[src/hdl/pio_regs.svh]
// register indices, field positions, reset values and widths of the upper pin banks
// Functional notes
// - input pin: data bit reads sampled level, 0 low, 1 high
// - output pin: pin driven low for data 0, high for data 1
// - each data bit drives output pins and monitors input pins
// - after reset data bits follow their pin levels, not a constant
// - mid bank data bit n maps to pin 16 plus n
// - high bank bits 13..0 map to pins 32..45; bits 15..14 reserved, reset 0
// - enable bit turns the pin function on; enables reset to 0
// - enable 0: pin function off, pin high impedance
// - enable 1: pin follows its direction and data bits
// - direction 0 means input; directions reset to 0
// - direction 1 means output driven from data bit
`ifndef PIO_REGS_SVH
`define PIO_REGS_SVH

// register indices; byte address is four times the index
`define PIO_IDX_LVL_MID   32'h0000_4405
`define PIO_IDX_EN_HIGH   32'h0000_4406
`define PIO_IDX_DIR_HIGH  32'h0000_4407
`define PIO_IDX_LVL_HIGH  32'h0000_4408
`define PIO_IDX_LSB       2

// bank geometry
`define PIO_REG_W         16
`define PIO_MID_PINS      16
`define PIO_HIGH_PINS     14
`define PIO_MID_FIRST_PIN 16
`define PIO_HIGH_FIRST_PIN 32
`define PIO_RSVD_MSB      15
`define PIO_RSVD_LSB      14
`define PIO_RSVD_W        2
`define PIO_PIN_MSB       13

// reset values
`define PIO_EN_HIGH_RST   16'h0000
`define PIO_DIR_HIGH_RST  16'h0000
`define PIO_RSVD_RST      2'h0
`define PIO_RDATA_RST     32'h0000_0000
`define PIO_SYNC_RST      1'b0

// byte lanes of the 16-bit registers
`define PIO_LANE0_MSB     7
`define PIO_LANE1_LSB     8

`endif

[src/hdl/pio_pkg.sv]
// types shared by the upper pin bank files
package pio_pkg;

  // register selected by an apb address
  typedef enum logic [2:0] {
    PIO_SEL_NONE     = 3'b000,
    PIO_SEL_LVL_MID  = 3'b001,
    PIO_SEL_EN_HIGH  = 3'b010,
    PIO_SEL_DIR_HIGH = 3'b011,
    PIO_SEL_LVL_HIGH = 3'b100
  } pio_sel_t;

endpackage

[src/hdl/pio_sync.sv]
// two-flop synchroniser for a vector of pin levels
`include "pio_regs.svh"
module pio_sync #(
  parameter int WIDTH = 16
) (
  // clock and reset
  input  wire logic             pclk,
  input  wire logic             presetn,
  // levels
  input  wire logic [WIDTH-1:0] async_in,
  output logic      [WIDTH-1:0] sync_out
);

  logic [WIDTH-1:0] meta_q;
  logic [WIDTH-1:0] meta_d;
  logic [WIDTH-1:0] stable_q;
  logic [WIDTH-1:0] stable_d;

  // first stage only feeds the second
  always_comb begin
    meta_d   = async_in;
    stable_d = meta_q;
  end

  // both stages, cleared at reset
  always_ff @(posedge pclk or negedge presetn) begin
    if (!presetn) begin
      meta_q   <= {WIDTH{`PIO_SYNC_RST}};
      stable_q <= {WIDTH{`PIO_SYNC_RST}};
    end else begin
      meta_q   <= meta_d;
      stable_q <= stable_d;
    end
  end

  assign sync_out = stable_q;

endmodule

[src/hdl/pio_bank.sv]
// one bank of data bits with pin drive and pin monitoring
module pio_bank #(
  parameter int WIDTH = 16
) (
  // clock and reset
  input  wire logic             pclk,
  input  wire logic             presetn,
  // configuration
  input  wire logic [WIDTH-1:0] pin_function_enable_bit,
  input  wire logic [WIDTH-1:0] pin_direction_bit,
  // software write
  input  wire logic [WIDTH-1:0] wr_mask,
  input  wire logic [WIDTH-1:0] wr_data,
  // pins
  input  wire logic [WIDTH-1:0] pin_sync,
  output logic      [WIDTH-1:0] pin_level_bit,
  output logic      [WIDTH-1:0] pin_out,
  output logic      [WIDTH-1:0] pin_oe
);

  logic [WIDTH-1:0] data_q;
  logic [WIDTH-1:0] data_d;
  logic [WIDTH-1:0] drive;

  // driving pins keep software value, others follow the pin
  always_comb begin
    drive = pin_function_enable_bit & pin_direction_bit;
    for (int i = 0; i < WIDTH; i++) begin
      if (drive[i]) begin
        data_d[i] = wr_mask[i] ? wr_data[i] : data_q[i];
      end else begin
        data_d[i] = pin_sync[i];
      end
    end
  end

  // data bits; after reset they track the pins since all start as inputs
  always_ff @(posedge pclk or negedge presetn) begin
    if (!presetn) begin
      data_q <= '0;
    end else begin
      data_q <= data_d;
    end
  end

  // pin drive: high impedance unless enabled output
  assign pin_out       = data_q;
  assign pin_oe        = drive;
  assign pin_level_bit = data_q;

endmodule

[src/hdl/pio_top.sv]
// apb register slave and pin logic for pin banks 16..31 and 32..45
`include "pio_regs.svh"
module pio_top (
  // clock and reset
  input  wire logic        pclk,
  input  wire logic        presetn,
  // apb slave
  input  wire logic [31:0] paddr,
  input  wire logic        psel,
  input  wire logic        penable,
  input  wire logic        pwrite,
  input  wire logic [31:0] pwdata,
  input  wire logic [3:0]  pstrb,
  output logic      [31:0] prdata,
  output logic             pready,
  output logic             pslverr,
  // mid bank configuration from the lower register block
  input  wire logic [15:0] mid_pin_enable,
  input  wire logic [15:0] mid_pin_direction,
  // mid bank pins 16..31
  input  wire logic [15:0] mid_pin_in,
  output logic      [15:0] mid_pin_out,
  output logic      [15:0] mid_pin_oe,
  // high bank pins 32..45
  input  wire logic [13:0] high_pin_in,
  output logic      [13:0] high_pin_out,
  output logic      [13:0] high_pin_oe
);

  // address decode: word aligned, index is the byte address over four
  function automatic pio_pkg::pio_sel_t pio_decode(input logic [31:0] addr);
    logic [31:0]       idx;
    pio_pkg::pio_sel_t sel;
    idx = addr >> `PIO_IDX_LSB;
    sel = pio_pkg::PIO_SEL_NONE;
    // misaligned addresses hit nothing and answer with an error
    if (addr[`PIO_IDX_LSB-1:0] == '0) begin
      case (idx)
        `PIO_IDX_LVL_MID: begin
          sel = pio_pkg::PIO_SEL_LVL_MID;
        end
        `PIO_IDX_EN_HIGH: begin
          sel = pio_pkg::PIO_SEL_EN_HIGH;
        end
        `PIO_IDX_DIR_HIGH: begin
          sel = pio_pkg::PIO_SEL_DIR_HIGH;
        end
        `PIO_IDX_LVL_HIGH: begin
          sel = pio_pkg::PIO_SEL_LVL_HIGH;
        end
        default: begin
          sel = pio_pkg::PIO_SEL_NONE;
        end
      endcase
    end
    return sel;
  endfunction

  // merge write data into a register under a bit mask
  function automatic logic [15:0] pio_merge(input logic [15:0] old_v,
                                            input logic [15:0] new_v,
                                            input logic [15:0] mask);
    return (old_v & ~mask) | (new_v & mask);
  endfunction

  // write strobe of one register: an access-phase write that hits it
  function automatic logic pio_wr_hit(input logic              go,
                                      input pio_pkg::pio_sel_t cur,
                                      input pio_pkg::pio_sel_t target);
    return go && (cur == target);
  endfunction

  // bus decode and write strobes
  pio_pkg::pio_sel_t sel;
  logic              setup;
  logic              access;
  logic              wr_go;
  logic              wr_lvl_mid;
  logic              wr_en_high;
  logic              wr_dir_high;
  logic              wr_lvl_high;
  logic [15:0]       lane_mask;
  logic [15:0]       wdata16;

  // data bank write masks, levels and synchronised pins
  logic [15:0]       mid_wr_mask;
  logic [13:0]       high_wr_mask;
  logic [15:0]       mid_level;
  logic [13:0]       high_level;
  logic [15:0]       mid_sync;
  logic [13:0]       high_sync;

  // high bank configuration and reserved data bits
  logic [15:0]       en_high_q;
  logic [15:0]       en_high_d;
  logic [15:0]       dir_high_q;
  logic [15:0]       dir_high_d;
  logic [1:0]        rsvd_lvl_q;
  logic [1:0]        rsvd_lvl_d;

  // bus answer
  logic [31:0]       prdata_q;
  logic [31:0]       prdata_d;
  logic              pslverr_q;
  logic              pslverr_d;
  logic [15:0]       rd_val;

  // bus phases and write lanes
  always_comb begin
    sel       = pio_decode(paddr);
    setup     = psel & ~penable;
    access    = psel & penable;
    wr_go     = access & pwrite & (sel != pio_pkg::PIO_SEL_NONE);
    lane_mask = {{8{pstrb[1]}}, {8{pstrb[0]}}};
    wdata16   = pwdata[`PIO_REG_W-1:0];
  end

  // one write strobe per register
  always_comb begin
    wr_lvl_mid  = pio_wr_hit(wr_go, sel, pio_pkg::PIO_SEL_LVL_MID);
    wr_en_high  = pio_wr_hit(wr_go, sel, pio_pkg::PIO_SEL_EN_HIGH);
    wr_dir_high = pio_wr_hit(wr_go, sel, pio_pkg::PIO_SEL_DIR_HIGH);
    wr_lvl_high = pio_wr_hit(wr_go, sel, pio_pkg::PIO_SEL_LVL_HIGH);
  end

  // per-bank write masks for the data registers
  always_comb begin
    mid_wr_mask  = '0;
    high_wr_mask = '0;
    if (wr_lvl_mid) begin
      mid_wr_mask = lane_mask;
    end
    if (wr_lvl_high) begin
      high_wr_mask = lane_mask[`PIO_PIN_MSB:0];
    end
  end

  // read value of the addressed register
  always_comb begin
    case (sel)
      pio_pkg::PIO_SEL_LVL_MID: begin
        rd_val = mid_level;
      end
      pio_pkg::PIO_SEL_EN_HIGH: begin
        rd_val = en_high_q;
      end
      pio_pkg::PIO_SEL_DIR_HIGH: begin
        rd_val = dir_high_q;
      end
      pio_pkg::PIO_SEL_LVL_HIGH: begin
        rd_val = {rsvd_lvl_q, high_level};
      end
      default: begin
        rd_val = '0;
      end
    endcase
  end

  // next values of configuration and reserved data bits
  always_comb begin
    en_high_d  = en_high_q;
    dir_high_d = dir_high_q;
    rsvd_lvl_d = rsvd_lvl_q;
    if (wr_en_high) begin
      en_high_d = pio_merge(en_high_q, wdata16, lane_mask);
    end
    if (wr_dir_high) begin
      dir_high_d = pio_merge(dir_high_q, wdata16, lane_mask);
    end
    // reserved bits sit in the upper byte lane only
    if (wr_lvl_high && pstrb[1]) begin
      rsvd_lvl_d = wdata16[`PIO_RSVD_MSB:`PIO_RSVD_LSB];
    end
  end

  // configuration registers
  always_ff @(posedge pclk or negedge presetn) begin
    if (!presetn) begin
      en_high_q  <= `PIO_EN_HIGH_RST;
      dir_high_q <= `PIO_DIR_HIGH_RST;
      rsvd_lvl_q <= `PIO_RSVD_RST;
    end else begin
      en_high_q  <= en_high_d;
      dir_high_q <= dir_high_d;
      rsvd_lvl_q <= rsvd_lvl_d;
    end
  end

  // answer is captured in the setup cycle, shown in the access cycle
  always_comb begin
    prdata_d  = prdata_q;
    pslverr_d = pslverr_q;
    if (setup) begin
      prdata_d  = (!pwrite) ? {16'h0000, rd_val} : `PIO_RDATA_RST;
      pslverr_d = (sel == pio_pkg::PIO_SEL_NONE);
    end
  end

  // bus answer registers
  always_ff @(posedge pclk or negedge presetn) begin
    if (!presetn) begin
      prdata_q  <= `PIO_RDATA_RST;
      pslverr_q <= 1'b0;
    end else begin
      prdata_q  <= prdata_d;
      pslverr_q <= pslverr_d;
    end
  end

  // zero-wait answer during the access phase
  assign pready  = access;
  assign prdata  = access ? prdata_q : `PIO_RDATA_RST;
  assign pslverr = access & pslverr_q;

  // pin level synchronisers
  pio_sync #(
    .WIDTH (`PIO_MID_PINS)
  ) u_sync_mid (
    .pclk     (pclk),
    .presetn  (presetn),
    .async_in (mid_pin_in),
    .sync_out (mid_sync)
  );

  pio_sync #(
    .WIDTH (`PIO_HIGH_PINS)
  ) u_sync_high (
    .pclk     (pclk),
    .presetn  (presetn),
    .async_in (high_pin_in),
    .sync_out (high_sync)
  );

  // mid bank, pins 16..31
  pio_bank #(
    .WIDTH (`PIO_MID_PINS)
  ) u_bank_mid (
    .pclk                    (pclk),
    .presetn                 (presetn),
    .pin_function_enable_bit (mid_pin_enable),
    .pin_direction_bit       (mid_pin_direction),
    .wr_mask                 (mid_wr_mask),
    .wr_data                 (wdata16),
    .pin_sync                (mid_sync),
    .pin_level_bit           (mid_level),
    .pin_out                 (mid_pin_out),
    .pin_oe                  (mid_pin_oe)
  );

  // high bank, pins 32..45
  pio_bank #(
    .WIDTH (`PIO_HIGH_PINS)
  ) u_bank_high (
    .pclk                    (pclk),
    .presetn                 (presetn),
    .pin_function_enable_bit (en_high_q[`PIO_PIN_MSB:0]),
    .pin_direction_bit       (dir_high_q[`PIO_PIN_MSB:0]),
    .wr_mask                 (high_wr_mask),
    .wr_data                 (wdata16[`PIO_PIN_MSB:0]),
    .pin_sync                (high_sync),
    .pin_level_bit           (high_level),
    .pin_out                 (high_pin_out),
    .pin_oe                  (high_pin_oe)
  );

endmodule

[config.mk]
export PLATFORM = sky130hd
export DESIGN_NAME = pio_top
export DESIGN_NICKNAME = d
export VERILOG_FILES = /design/src/hdl/pio_pkg.sv /design/src/hdl/pio_sync.sv /design/src/hdl/pio_bank.sv /design/src/hdl/pio_top.sv
export VERILOG_INCLUDE_DIRS = /design/src /design/src/hdl
export SDC_FILE = /design/constraint.sdc
export NUM_CORES = 1
export LEC_CHECK = 0
export BUFFER_PORTS_ARGS = -buffer_cell sky130_fd_sc_hd__buf_2
export CAP_MARGIN = 10
export CORE_AREA = 4 4 115 161
export CTS_BUF_LIST = sky130_fd_sc_hd__clkbuf_8
export CTS_CLUSTER_SIZE = 10
export DETAILED_ROUTE_END_ITERATION = 7
export DIE_AREA = 0 0 119 165
export GPL_TIMING_DRIVEN = 0
export RECOVER_POWER = 25
export SYNTH_ARGS = -nofsm -noshare
export SYNTH_HDL_FRONTEND = slang
export SYNTH_SLANG_ARGS = --single-unit
[constraint.sdc]
create_clock -name pclk -period 1.2 [get_ports pclk]
set_input_delay 0.12 -clock pclk [delete_from_list [all_inputs] [get_ports pclk]]
set_output_delay 0.12 -clock pclk [all_outputs]
set_load 0.01 [all_outputs]
==> flow_metrics.env, run 1 <==
export IMPL_port_buffers=194
export IMPL_cellLeakagePower_nw=4.684
export IMPL_finalInstanceArea_mm2=0.009809
export IMPL_synth_ff_latch_count=141
export IMPL_cts_tree="built"
export IMPL_dr_pass1_iterations=4
export IMPL_effective_utilization_at_floorplan=0.3528
export IMPL_timing_final_ws_setup_ns=-0.1924
export IMPL_std_cell_rows=57
export IMPL_floorplan_die_area_mm2=0.01964
export IMPL_power_w=0.009555
export IMPL_dr_total_vias=5356
export IMPL_pwr_density_cell_mw_per_mm2=974.1
export IMPL_place_gp_congestion=0.8174
export IMPL_clockRootBuffer="sky130_fd_sc_hd__clkbuf_8"
export IMPL_final_util=0.5707
export IMPL_holdCritPathClass="primary input to register"
export IMPL_final_layout_size_suffix_gt1_frac=0.5288
export IMPL_timing_critical_path_required_ns=1.52
export IMPL_place_hpwl_um=13030
export IMPL_num_io_pins=229
export IMPL_hold_slack_ns=0.1546
export IMPL_cts_clk_slew_worst_paths_ns=0.08
export IMPL_post_route_period_util=1.160
export IMPL_placedInstanceArea_mm2=0.007691
export IMPL_core_region_area_mm2=0.01719
export IMPL_die_width_um=119
export IMPL_netlist_area_mm2=0.006063
export IMPL_drcViolationCount=0
export IMPL_cts_sinks=141
export IMPL_timing_max_cap_violations=0
export IMPL_failed_checks="setup timing"
export IMPL_antenna_violating_nets_remaining=0
export IMPL_grt_util_all_layers=0.1947
export IMPL_post_drt_wl_per_cell_um=17.54
export IMPL_synth_sequential_area_ratio=0.5819
export IMPL_maxClockFrequency_mhz=718.2
export IMPL_worst_slew_pin_slew_ns=0.5950
export IMPL_cts_htree_levels=4
export IMPL_tmin_final_ns=1.392
export IMPL_fp_dieH_um=165
export IMPL_route_final_wire_length_um=19360
export IMPL_setup_viol=109
export IMPL_yosysUniqueCellTypes=38
export IMPL_grt_setup_unrepaired="true"
export IMPL_antenna_cells_inserted=0
export IMPL_first_drt_iteration_drcs=206
export IMPL_route_detailed_vias_per_inst=4.851
export IMPL_timing_final_hold_violations=0
export IMPL_grt_first_pass_wirelength_um=29840
export IMPL_run_status="finished, violations left"
export IMPL_crit_path_dat_ns=1.71
export IMPL_yosys_warnings=0
export IMPL_finClkSkew_ns=0.01109
export IMPL_end_kind="register"
export IMPL_syn_inst=502
export IMPL_crit_path_start_kind="primary input"
export IMPL_grt_pass1_vias=5613
export IMPL_synth_area_per_cell_um2=12.08
export IMPL_critPathKind="primary input to register"
export IMPL_finalNetCount=992
export IMPL_maximum_number_of_pins_on_one_net_before_global_route_repair=80
export IMPL_tritoncts_num_buffers=17
export IMPL_max_slew_margin_rel=0.6033
export IMPL_final_max_slew_violation_count=0
export IMPL_syn2layout_area_growth_pct=61.78
export IMPL_ir_drop_uv=572.4
export IMPL_worst_skew_pair_late_latency_ns=0.44
export IMPL_pre_cts_slack_ns=-1.053
export IMPL_cts_buffer_depth=2
export IMPL_top_fanout_value_on_the_critical_path=8
export IMPL_antenna_found_initial=0
export IMPL_globalRouteOverflowTotal=0
layout by cell type (no fill, tap or decap), types with 4 or more instances in the layout:
cell type                         n
sky130_fd_sc_hd__clkbuf_2         9
sky130_fd_sc_hd__clkinvlp_4       4
sky130_fd_sc_hd__clkinv_2         4
sky130_fd_sc_hd__a221oi_2         5
sky130_fd_sc_hd__buf_4           77
sky130_fd_sc_hd__and2_4          14
sky130_fd_sc_hd__buf_2          164
sky130_fd_sc_hd__dfrtp_1        141
sky130_fd_sc_hd__buf_12           6
sky130_fd_sc_hd__mux2i_1         16
sky130_fd_sc_hd__nand2b_1        31
sky130_fd_sc_hd__and2_1          17
sky130_fd_sc_hd__o221ai_2        27
sky130_fd_sc_hd__a221oi_1        11
sky130_fd_sc_hd__nor2_1          17
sky130_fd_sc_hd__mux2_4          34
sky130_fd_sc_hd__nor4_4           9
sky130_fd_sc_hd__buf_6           45
sky130_fd_sc_hd__nor3_4           4
sky130_fd_sc_hd__o21ai_1          4
sky130_fd_sc_hd__and3_1          16
sky130_fd_sc_hd__nand3_1         31
sky130_fd_sc_hd__nand2_1         47
sky130_fd_sc_hd__conb_1          16
sky130_fd_sc_hd__dlygate4sd3_1   47
sky130_fd_sc_hd__clkbuf_8        19
sky130_fd_sc_hd__o21ai_2         12
cell type report:
class / instances / area [um^2]
Inverter: 1 / 3.754
Multi-Input combinational cell: 337 / 2933
Clock buffer: 18 / 247.7
Clock inverter: 12 / 101.3
Buffer: 35 / 279.0
Sequential cell: 141 / 3528
Tap cell: 236 / 295.3
Timing Repair Buffer: 324 / 2421
Fill cell: 1443 / 7378
critical path, stage by stage:
cell	delay [ns]
sky130_fd_sc_hd__buf_6	0.10
sky130_fd_sc_hd__nor4b_4	0.39
sky130_fd_sc_hd__nand3_4	0.14
sky130_fd_sc_hd__buf_12	0.16
sky130_fd_sc_hd__nor4_4	0.30
sky130_fd_sc_hd__buf_12	0.19
sky130_fd_sc_hd__mux2_4	0.31
per-stage QoR:
step / cells / setup TNS (ns)
3_3_place_gp: 947 / -336.81
5_1_grt: 1104 / -16.27
4_1_cts: 1084 / -8.422
3_5_place_dp: 948 / -64.71
2_1_floorplan: 517 / -29.06
6_report: 1104 / -10.89
cells in the mapped netlist, drive strengths merged:
cell type,instances,area (um^2)
a21oi,1,5.000
a221oi,16,140.1
and2,31,193.9
and2b,1,8.760
and3,17,106.4
and4,2,17.52
buf,22,156.4
clkbuf,16,70.06
conb,1,3.750
dfrtp,141,3528
inv,1,3.750
mux2,34,382.9
mux2i,16,160.2
nand2,47,176.4
nand2b,31,193.9
nand3,33,177.7
nand3b,2,15.01
nand4,3,18.77
nor2,17,63.81
nor3,5,41.29
nor3b,1,7.510
nor4,9,131.4
nor4b,3,71.32
o21ai,17,88.83
o221ai,30,262.8
or2,3,18.77
or3b,1,8.760
or4b,1,10.01
power by group:
part / internal, W / switching, W / total [W]
clock network: 0.00165 / 0.00177 / 0.00341
logic: 0.000554 / 0.000563 / 0.00112
registers: 0.00492 / 0.000100 / 0.00502
final timing paths:
check,startpoint,end,slack [ns],cells after the start
worst max-delay path,paddr[13],register,-0.19,7
worst min-delay path,mid_pin_direction[10],u_bank_mid.pin_level_bit[10],0.15,4
worst max register to register,register,prdata_q[10],-0.05,5
worst min register to register,u_sync_high.meta_q[3],u_sync_high.sync_out[3],0.35,0
max in group asynchronous,presetn,asynchronous set/reset pin,0.17,3
min in group asynchronous,presetn,u_bank_mid.pin_level_bit[13],0.22,2
timing repair:
item | in CTS | in global routing
endpoints found under the hold margin | 134 | 0
hold buffers | 47 | 0
setup endpoints to repair | 111 | 112
pin swaps | 46 | 48
gates resized for setup | 104 | 51
cloned | 2 | 1
buffers inserted | 59 | 20
routing by layer:
metal  part of all wire  up-vias  GRT usage
li1                   -     2494          -
met1               0.38     2628     0.2324
met2               0.53      206     0.3378
met3              0.069       28    0.04796
met4              0.021        0    0.07696
met5                  0        -          0
logic make-up (layout without fill, tap and decap cells):
family | count (synthesis) | in the layout | share of synthesized area
simple gates | 207 | 207 | 0.2080
flops | 141 | 141 | 0.5819
compound gates | 64 | 64 | 0.08192
mux | 50 | 50 | 0.08956
buf+inv | 39 | 390 | 0.03797
other cells | 1 | 16 | 0.0006185
No activity file was read; power rests on OpenSTA's default activity.
==> run 2, diff against run 1 <==
==> constraint.sdc (replaced) <==
create_clock -name pclk -period 1.4 [get_ports pclk]
set_input_delay 0.14 -clock pclk [delete_from_list [all_inputs] [get_ports pclk]]
set_output_delay 0.14 -clock pclk [all_outputs]
set_load 0.01 [all_outputs]
==> flow_metrics.env, run 2 (synthesized netlist as in run 1, its figures left out) <==
export IMPL_layout_common_cells="sky130_fd_sc_hd__buf_2 (185), sky130_fd_sc_hd__dfrtp_1 (141), sky130_fd_sc_hd__nand2_1 (47), sky130_fd_sc_hd__dlygate4sd3_1 (47), sky130_fd_sc_hd__buf_4 (35)"
export IMPL_post_drt_wl_per_cell_um=18.10
export IMPL_port_buffers=194
export IMPL_crit_path_start="paddr[20]"
export IMPL_floorplan_die_area_mm2=0.01964
export IMPL_worst_slew_pin_slew_ns=0.7107
export IMPL_setup_viol=3
export IMPL_failed_checks="setup timing"
export IMPL_finClkSkew_ns=0.01218
export IMPL_cts_tree="built"
export IMPL_fp_dieH_um=165
export IMPL_final_common_cell="sky130_fd_sc_hd__buf_2"
export IMPL_maxClockFrequency_mhz=713.0
export IMPL_core_region_area_mm2=0.01719
export IMPL_std_cell_rows=57
export IMPL_finalNetCount=941
export IMPL_effective_utilization_at_floorplan=0.3528
export IMPL_top_fanout_value_on_the_critical_path=5
export IMPL_timing_max_cap_violations=0
export IMPL_holdCritPathClass="primary input to register"
export IMPL_max_slew_margin_rel=0.5262
export IMPL_layout_cells_non_filler=1053
export IMPL_place_hpwl_um=13010
export IMPL_final_max_slew_violation_count=0
export IMPL_grt_setup_unrepaired="true"
export IMPL_num_io_pins=229
export IMPL_final_layout_size_suffix_gt1_frac=0.4651
export IMPL_tritoncts_num_buffers=17
export IMPL_fill_count=1490
export IMPL_die_width_um=119
export IMPL_end_kind="register"
export IMPL_crit_path_dat_ns=1.73
export IMPL_timing_critical_path_required_ns=1.72
export IMPL_regArea_mm2=0.003528
export IMPL_min_from="mid_pin_direction[7]"
export IMPL_dr_total_vias=5147
export IMPL_antenna_violating_nets_remaining=0
export IMPL_antenna_found_initial=0
export IMPL_multiInputGateArea_mm2=0.002755
export IMPL_run_status="finished, violations left"
export IMPL_timing_final_ws_setup_ns=-0.002561
export IMPL_clockRootBuffer="sky130_fd_sc_hd__clkbuf_8"
export IMPL_route_final_wire_length_um=19060
export IMPL_hold_slack_ns=0.1483
export IMPL_cts_sinks=141
export IMPL_pwr_density_cell_mw_per_mm2=997.9
export IMPL_place_gp_congestion=0.7937
export IMPL_antenna_cells_inserted=0
export IMPL_critPathKind="primary input to register"
export IMPL_dp_cells=948
export IMPL_post_route_period_util=1.002
export IMPL_cts_clk_slew_worst_paths_ns=0.08
export IMPL_ir_drop_uv=558.4
export IMPL_drcViolationCount=0
export IMPL_grt_first_pass_wirelength_um=28840
export IMPL_dr_pass1_iterations=6
export IMPL_first_drt_iteration_drcs=194
export IMPL_globalRouteOverflowTotal=0
export IMPL_tmin_final_ns=1.403
export IMPL_grt_util_all_layers=0.1906
export IMPL_crit_path_start_kind="primary input"
export IMPL_cts_htree_levels=4
export IMPL_worst_skew_pair_late_latency_ns=0.44
export IMPL_cellLeakagePower_nw=4.395
export IMPL_route_detailed_vias_per_inst=4.888
export IMPL_power_w=0.009207
export IMPL_cts_buffer_depth=2
export IMPL_maximum_number_of_pins_on_one_net_before_global_route_repair=103
export IMPL_timing_final_hold_violations=0
export IMPL_grt_pass1_vias=5356
export IMPL_syn2layout_area_growth_pct=52.17
-- run 2: cell count changes in the layout (fill, tap and decap cells not counted), moves of 4 or more --
cell,delta
sky130_fd_sc_hd__o221ai_2,-4
sky130_fd_sc_hd__o221ai_1,+7
sky130_fd_sc_hd__clkbuf_8,+4
sky130_fd_sc_hd__clkinv_2,-4
sky130_fd_sc_hd__buf_6,-34
sky130_fd_sc_hd__and2_4,-11
sky130_fd_sc_hd__o21ai_2,-6
sky130_fd_sc_hd__a221oi_1,+5
sky130_fd_sc_hd__and2_1,+11
sky130_fd_sc_hd__buf_4,-42
sky130_fd_sc_hd__o21ai_0,+5
sky130_fd_sc_hd__a221oi_2,-5
sky130_fd_sc_hd__buf_2,+21
sky130_fd_sc_hd__bufinv_16,+5
-- run 2: power breakdown --
| part | internal [W] | switching, W |
|---|---|---|
| combinational | 0.000447 | 0.000469 |
| clock | 0.00243 | 0.00156 |
| sequential | 0.00422 | 0.0000793 |
| total | 0.00709 | 0.00211 |
-- run 2: final cells by class --
type                       count  area share
tap                          236     0.03200
clock inverter                10     0.02292
multi-input combinational    337      0.2986
sequential                   141      0.3824
inverter                       1   0.0004068
buffer                        38     0.03417
clock buffer                  20     0.02983
timing repair buffer         270      0.1996
-- run 2: metal layers --
layer	track usage	share of wire	up-vias
met5	0	0	-
met1	0.2255	0.39	2531
met4	0.07802	0.030	0
met3	0.05550	0.064	38
li1	-	-	2385
met2	0.3254	0.51	193
-- run 2: timing repair --
action	4_1_cts	5_1_grt
endpoints found under the hold margin	102	0
gates cloned	1	1
gates resized for setup	34	40
hold buffers	47	0
buffers inserted	18	9
pin swaps	15	13
setup endpoints to repair	80	80
-- run 2: critical path, cell delays in order --
cell                      delay, ns
sky130_fd_sc_hd__buf_2         0.11
sky130_fd_sc_hd__nor4_2        0.25
sky130_fd_sc_hd__nand4_1       0.24
sky130_fd_sc_hd__buf_6         0.22
sky130_fd_sc_hd__nor4_4        0.26
sky130_fd_sc_hd__buf_4         0.21
sky130_fd_sc_hd__mux2_4        0.30
-- run 2: final timing paths --
path | cells after the start | to | slack [ns]
min in group asynchronous | 2 | u_bank_high.pin_level_bit[13] | 0.17
worst max-delay path | 7 | register | -0.003
worst max register to register | 4 | prdata_q[0] | 0.22
worst min-delay path | 4 | u_bank_mid.pin_level_bit[7] | 0.15
max in group asynchronous | 3 | prdata_q[7] | 0.36
worst min register to register | 0 | u_sync_mid.sync_out[4] | 0.35
-- run 2: per-stage QoR --
stage | TNS, ns | area (um^2) | worst slack (ns) | util
final | -0.004884 | 9226 | -0.002561 | 0.5368
after global routing | -0.8087 | 9226 | -0.05476 | 0.5368
after CTS | -0.06644 | 9015 | -0.02387 | 0.5245
after detailed placement | -57.76 | 7721 | -0.8835 | 0.4492
after global placement | -300.35 | 7687 | -1.750 | 0.4473
after floorplan | -15.03 | 6421 | -0.2541 | -
==> run 3, diff against run 2 <==
--- a/config.mk
+++ b/config.mk
@@ -7,14 +7,14 @@
 export NUM_CORES = 1
 export LEC_CHECK = 0
 export BUFFER_PORTS_ARGS = -buffer_cell sky130_fd_sc_hd__buf_2
-export CAP_MARGIN = 10
-export CORE_AREA = 4 4 115 161
+export CORE_AREA = 4 4 118 164
 export CTS_BUF_LIST = sky130_fd_sc_hd__clkbuf_8
 export CTS_CLUSTER_SIZE = 10
 export DETAILED_ROUTE_END_ITERATION = 7
-export DIE_AREA = 0 0 119 165
+export DIE_AREA = 0 0 122 168
 export GPL_TIMING_DRIVEN = 0
 export RECOVER_POWER = 25
 export SYNTH_ARGS = -nofsm -noshare
 export SYNTH_HDL_FRONTEND = slang
+export SYNTH_HIERARCHICAL = 1
 export SYNTH_SLANG_ARGS = --single-unit
==> flow_metrics.env, run 3 <==
export IMPL_run_status="finished, violations left"
export IMPL_failed_checks="setup timing"
export IMPL_worst_slew_pin_slew_ns=1.005
export IMPL_synth_top_area_share=0.5569
export IMPL_post_drt_wl_per_cell_um=17.33
export IMPL_worst_r2r_path_depth=3
export IMPL_maxUsedRoutingLayer="met4"
export IMPL_crit_path_start_kind="primary input"
export IMPL_die_width_um=122
export IMPL_antenna_cells_inserted=0
export IMPL_pwr_density_cell_mw_per_mm2=996.6
export IMPL_maxClockFrequency_mhz=574.3
export IMPL_port_buffers=194
export IMPL_synthTopCellsByCount="sky130_fd_sc_hd__dfrtp_1 (141), sky130_fd_sc_hd__a21oi_1 (76), sky130_fd_sc_hd__buf_4 (46), sky130_fd_sc_hd__nand3b_1 (33)"
export IMPL_antenna_found_initial=0
export IMPL_timing_final_ws_setup_ns=-0.3413
export IMPL_final_util=0.5362
export IMPL_cts_htree_levels=4
export IMPL_yosys_warnings=6
export IMPL_clockRootBuffer="sky130_fd_sc_hd__clkbuf_8"
export IMPL_final_max_slew_violation_count=0
export IMPL_grt_util_all_layers=0.1872
export IMPL_drcViolationCount=0
export IMPL_cts_tree="built"
export IMPL_critical_path_max_stage_delay_ns=0.55
export IMPL_syn2layout_area_growth_pct=51.70
export IMPL_met2_wirelength_um=10260
export IMPL_cts_buffer_depth=2
export IMPL_fp_dieH_um=168
export IMPL_setup_viol=41
export IMPL_effective_utilization_at_floorplan=0.3535
export IMPL_route_final_wire_length_um=19050
export IMPL_yosysUniqueCellTypes=34
export IMPL_synth_ff_latch_count=141
export IMPL_grt_pass1_vias=5759
export IMPL_tritoncts_num_buffers=17
export IMPL_holdCritPathClass="primary input to register"
export IMPL_crit_path_dat_ns=2.06
export IMPL_max_slew_margin_rel=0.3303
export IMPL_crit_path_cell_chain="buf_8 -> or4b_4 -> or4_4 -> nor3_4 -> buf_6 -> mux2i_1 -> a21oi_1"
export IMPL_synth_enable_flop_cells=0
export IMPL_globalRouteOverflowTotal=0
export IMPL_post_route_period_util=1.244
export IMPL_place_hpwl_um=13040
export IMPL_place_gp_congestion=0.7722
export IMPL_first_drt_iteration_drcs=230
export IMPL_worst_skew_pair_late_latency_ns=0.45
export IMPL_grt_first_pass_wirelength_um=29700
export IMPL_dominantRegCellSynth="sky130_fd_sc_hd__dfrtp_1"
export IMPL_std_cell_rows=58
export IMPL_r2r_setup_slack_ns=0.13
export IMPL_timing_max_cap_violations=0
export IMPL_synthArstFlopShare=1.000
export IMPL_dp_cells=963
export IMPL_synthDominantAreaCellType="sky130_fd_sc_hd__dfrtp_1"
export IMPL_synth_sequential_area_ratio=0.5569
export IMPL_tmin_final_ns=1.741
export IMPL_timing_final_hold_violations=0
export IMPL_timing_critical_path_required_ns=1.72
export IMPL_cts_clk_slew_worst_paths_ns=0.08
export IMPL_dr_total_vias=5247
export IMPL_cellLeakagePower_nw=4.546
export IMPL_maximum_number_of_pins_on_one_net_before_global_route_repair=73
export IMPL_critPathKind="primary input to register"
export IMPL_synth_area_per_cell_um2=12.35
export IMPL_pre_cts_slack_ns=-1.458
export IMPL_r2r_start="u_sync_mid/sync_out[10]"
export IMPL_netlist_area_mm2=0.006336
export IMPL_crit_path_start="paddr[17]"
export IMPL_grt_setup_unrepaired="true"
export IMPL_worstReg2RegEnd="u_bank_mid/pin_level_bit[10]"
export IMPL_layout_cells_non_filler=1099
export IMPL_synth_top_cells_by_area="sky130_fd_sc_hd__dfrtp_1 (56%), sky130_fd_sc_hd__a21oi_1 (6.0%), sky130_fd_sc_hd__buf_4 (5.5%)"
export IMPL_route_detailed_vias_per_inst=4.774
export IMPL_cts_sinks=141
export IMPL_num_io_pins=229
export IMPL_finClkSkew_ns=0.01349
export IMPL_core_region_area_mm2=0.01792
export IMPL_ir_drop_uv=622.1
export IMPL_yosysMostFrequentCell="sky130_fd_sc_hd__dfrtp_1"
export IMPL_routedLengthMet1_um=7227
export IMPL_wl_met3_um=1130
export IMPL_top_fanout_value_on_the_critical_path=5
export IMPL_floorplan_die_area_mm2=0.02050
export IMPL_final_common_cell="sky130_fd_sc_hd__buf_2"
export IMPL_antenna_violating_nets_remaining=0
export IMPL_syn_inst=513
export IMPL_end_kind="register"
export IMPL_final_layout_size_suffix_gt1_frac=0.4563
export IMPL_endpoint="u_bank_mid/pin_level_bit[9]"
export IMPL_layout_common_cells="sky130_fd_sc_hd__buf_2 (186), sky130_fd_sc_hd__dfrtp_1 (141), sky130_fd_sc_hd__dlygate4sd3_1 (87), sky130_fd_sc_hd__a21oi_1 (75), sky130_fd_sc_hd__buf_4 (52)"
export IMPL_finalNetCount=981
export IMPL_critical_path_slowest_cell="sky130_fd_sc_hd__or4_4"
export IMPL_dr_pass1_iterations=5
[run 3: changes by cell type in the layout (fill, tap and decap cells not counted), sizes merged, moves of 3 or more]
cell,previous run,this run
nor2,17,2
buf,243,260
nand3,33,4
nand3b,2,33
inv,1,4
nand2b,31,2
mux2i,16,30
clkbuf,38,33
a21oi,1,76
nor3,5,2
dlygate4sd3,47,87
nand2,47,19
o221ai,30,0
[run 3: cells by family after synthesis]
family / share of synthesized area
flip-flops: 0.5569
buffers and inverters: 0.06556
AO/OA/AOI/OAI: 0.09933
other: 0.0005918
AND/OR/NAND/NOR: 0.1651
multiplexers: 0.1126
[run 3: metal layers]
layer / GRT usage / vias up
met5: 0 / -
met4: 0.06631 / 0
met3: 0.04704 / 35
met2: 0.3383 / 192
met1: 0.2118 / 2560
li1: - / 2460
[run 3: cell type report]
type | count | area [um^2]
buffer | 63 | 435.4
fill | 1580 | 8313
clock buffer | 17 | 234.0
clock inverter | 15 | 269.0
tap | 240 | 300.3
timing repair buffer | 300 | 2176
sequential | 141 | 3528
multi-input combinational | 323 | 2669
[run 3: repair_timing]
item / 4_1_cts / 5_1_grt
buffers inserted: 12 / 6
hold buffers: 86 / 1
hold endpoints to repair: 145 / 1
setup endpoints to repair: 77 / 68
pin swaps: 29 / 17
gates resized for setup: 19 / 14
[run 3: critical path: cells and delay by family]
family,cells,cell delay [ns]
mux,1,0.21
buf+inv,2,0.28
simple gates,3,1.33
compound gates,1,0.09
[run 3: power by group]
part | switching (W) | internal (W) | leakage [nW]
clock network | 0.00163 | 0.00249 | 0.253
registers | 0.0000873 | 0.00422 | 1.75
logic | 0.000537 | 0.000613 | 2.54
total | 0.00226 | 0.00732 | 4.55
[run 3: worst min path at each step]
stage | start | endpoint | cells past startpoint
final | mid_pin_enable[9] | u_bank_mid/pin_level_bit[9] | 3
after global routing | mid_pin_direction[15] | u_bank_mid/pin_level_bit[15] | 3
after CTS | mid_pin_enable[4] | u_bank_mid/pin_level_bit[4] | 3
after detailed placement | presetn | u_sync_mid/meta_q[9] | 1
after global placement | mid_pin_in[1] | u_sync_mid/meta_q[1] | 1
after floorplan | presetn | asynchronous set/reset pin | 0
[run 3: stage by stage]
stage	TNS (ns)	area [um^2]	power, W	hold WS (ns)
6_report	-8.099	9612	0.009579	0.02032
5_1_grt	-14.33	9612	0.009967	0.0004363
4_1_cts	-7.467	9508	0.009670	0.001750
3_5_place_dp	-76.57	7886	0.005311	0.1974
3_3_place_gp	-314.30	7853	0.005268	0.2481
2_1_floorplan	-34.10	6581	0.004789	-0.1556
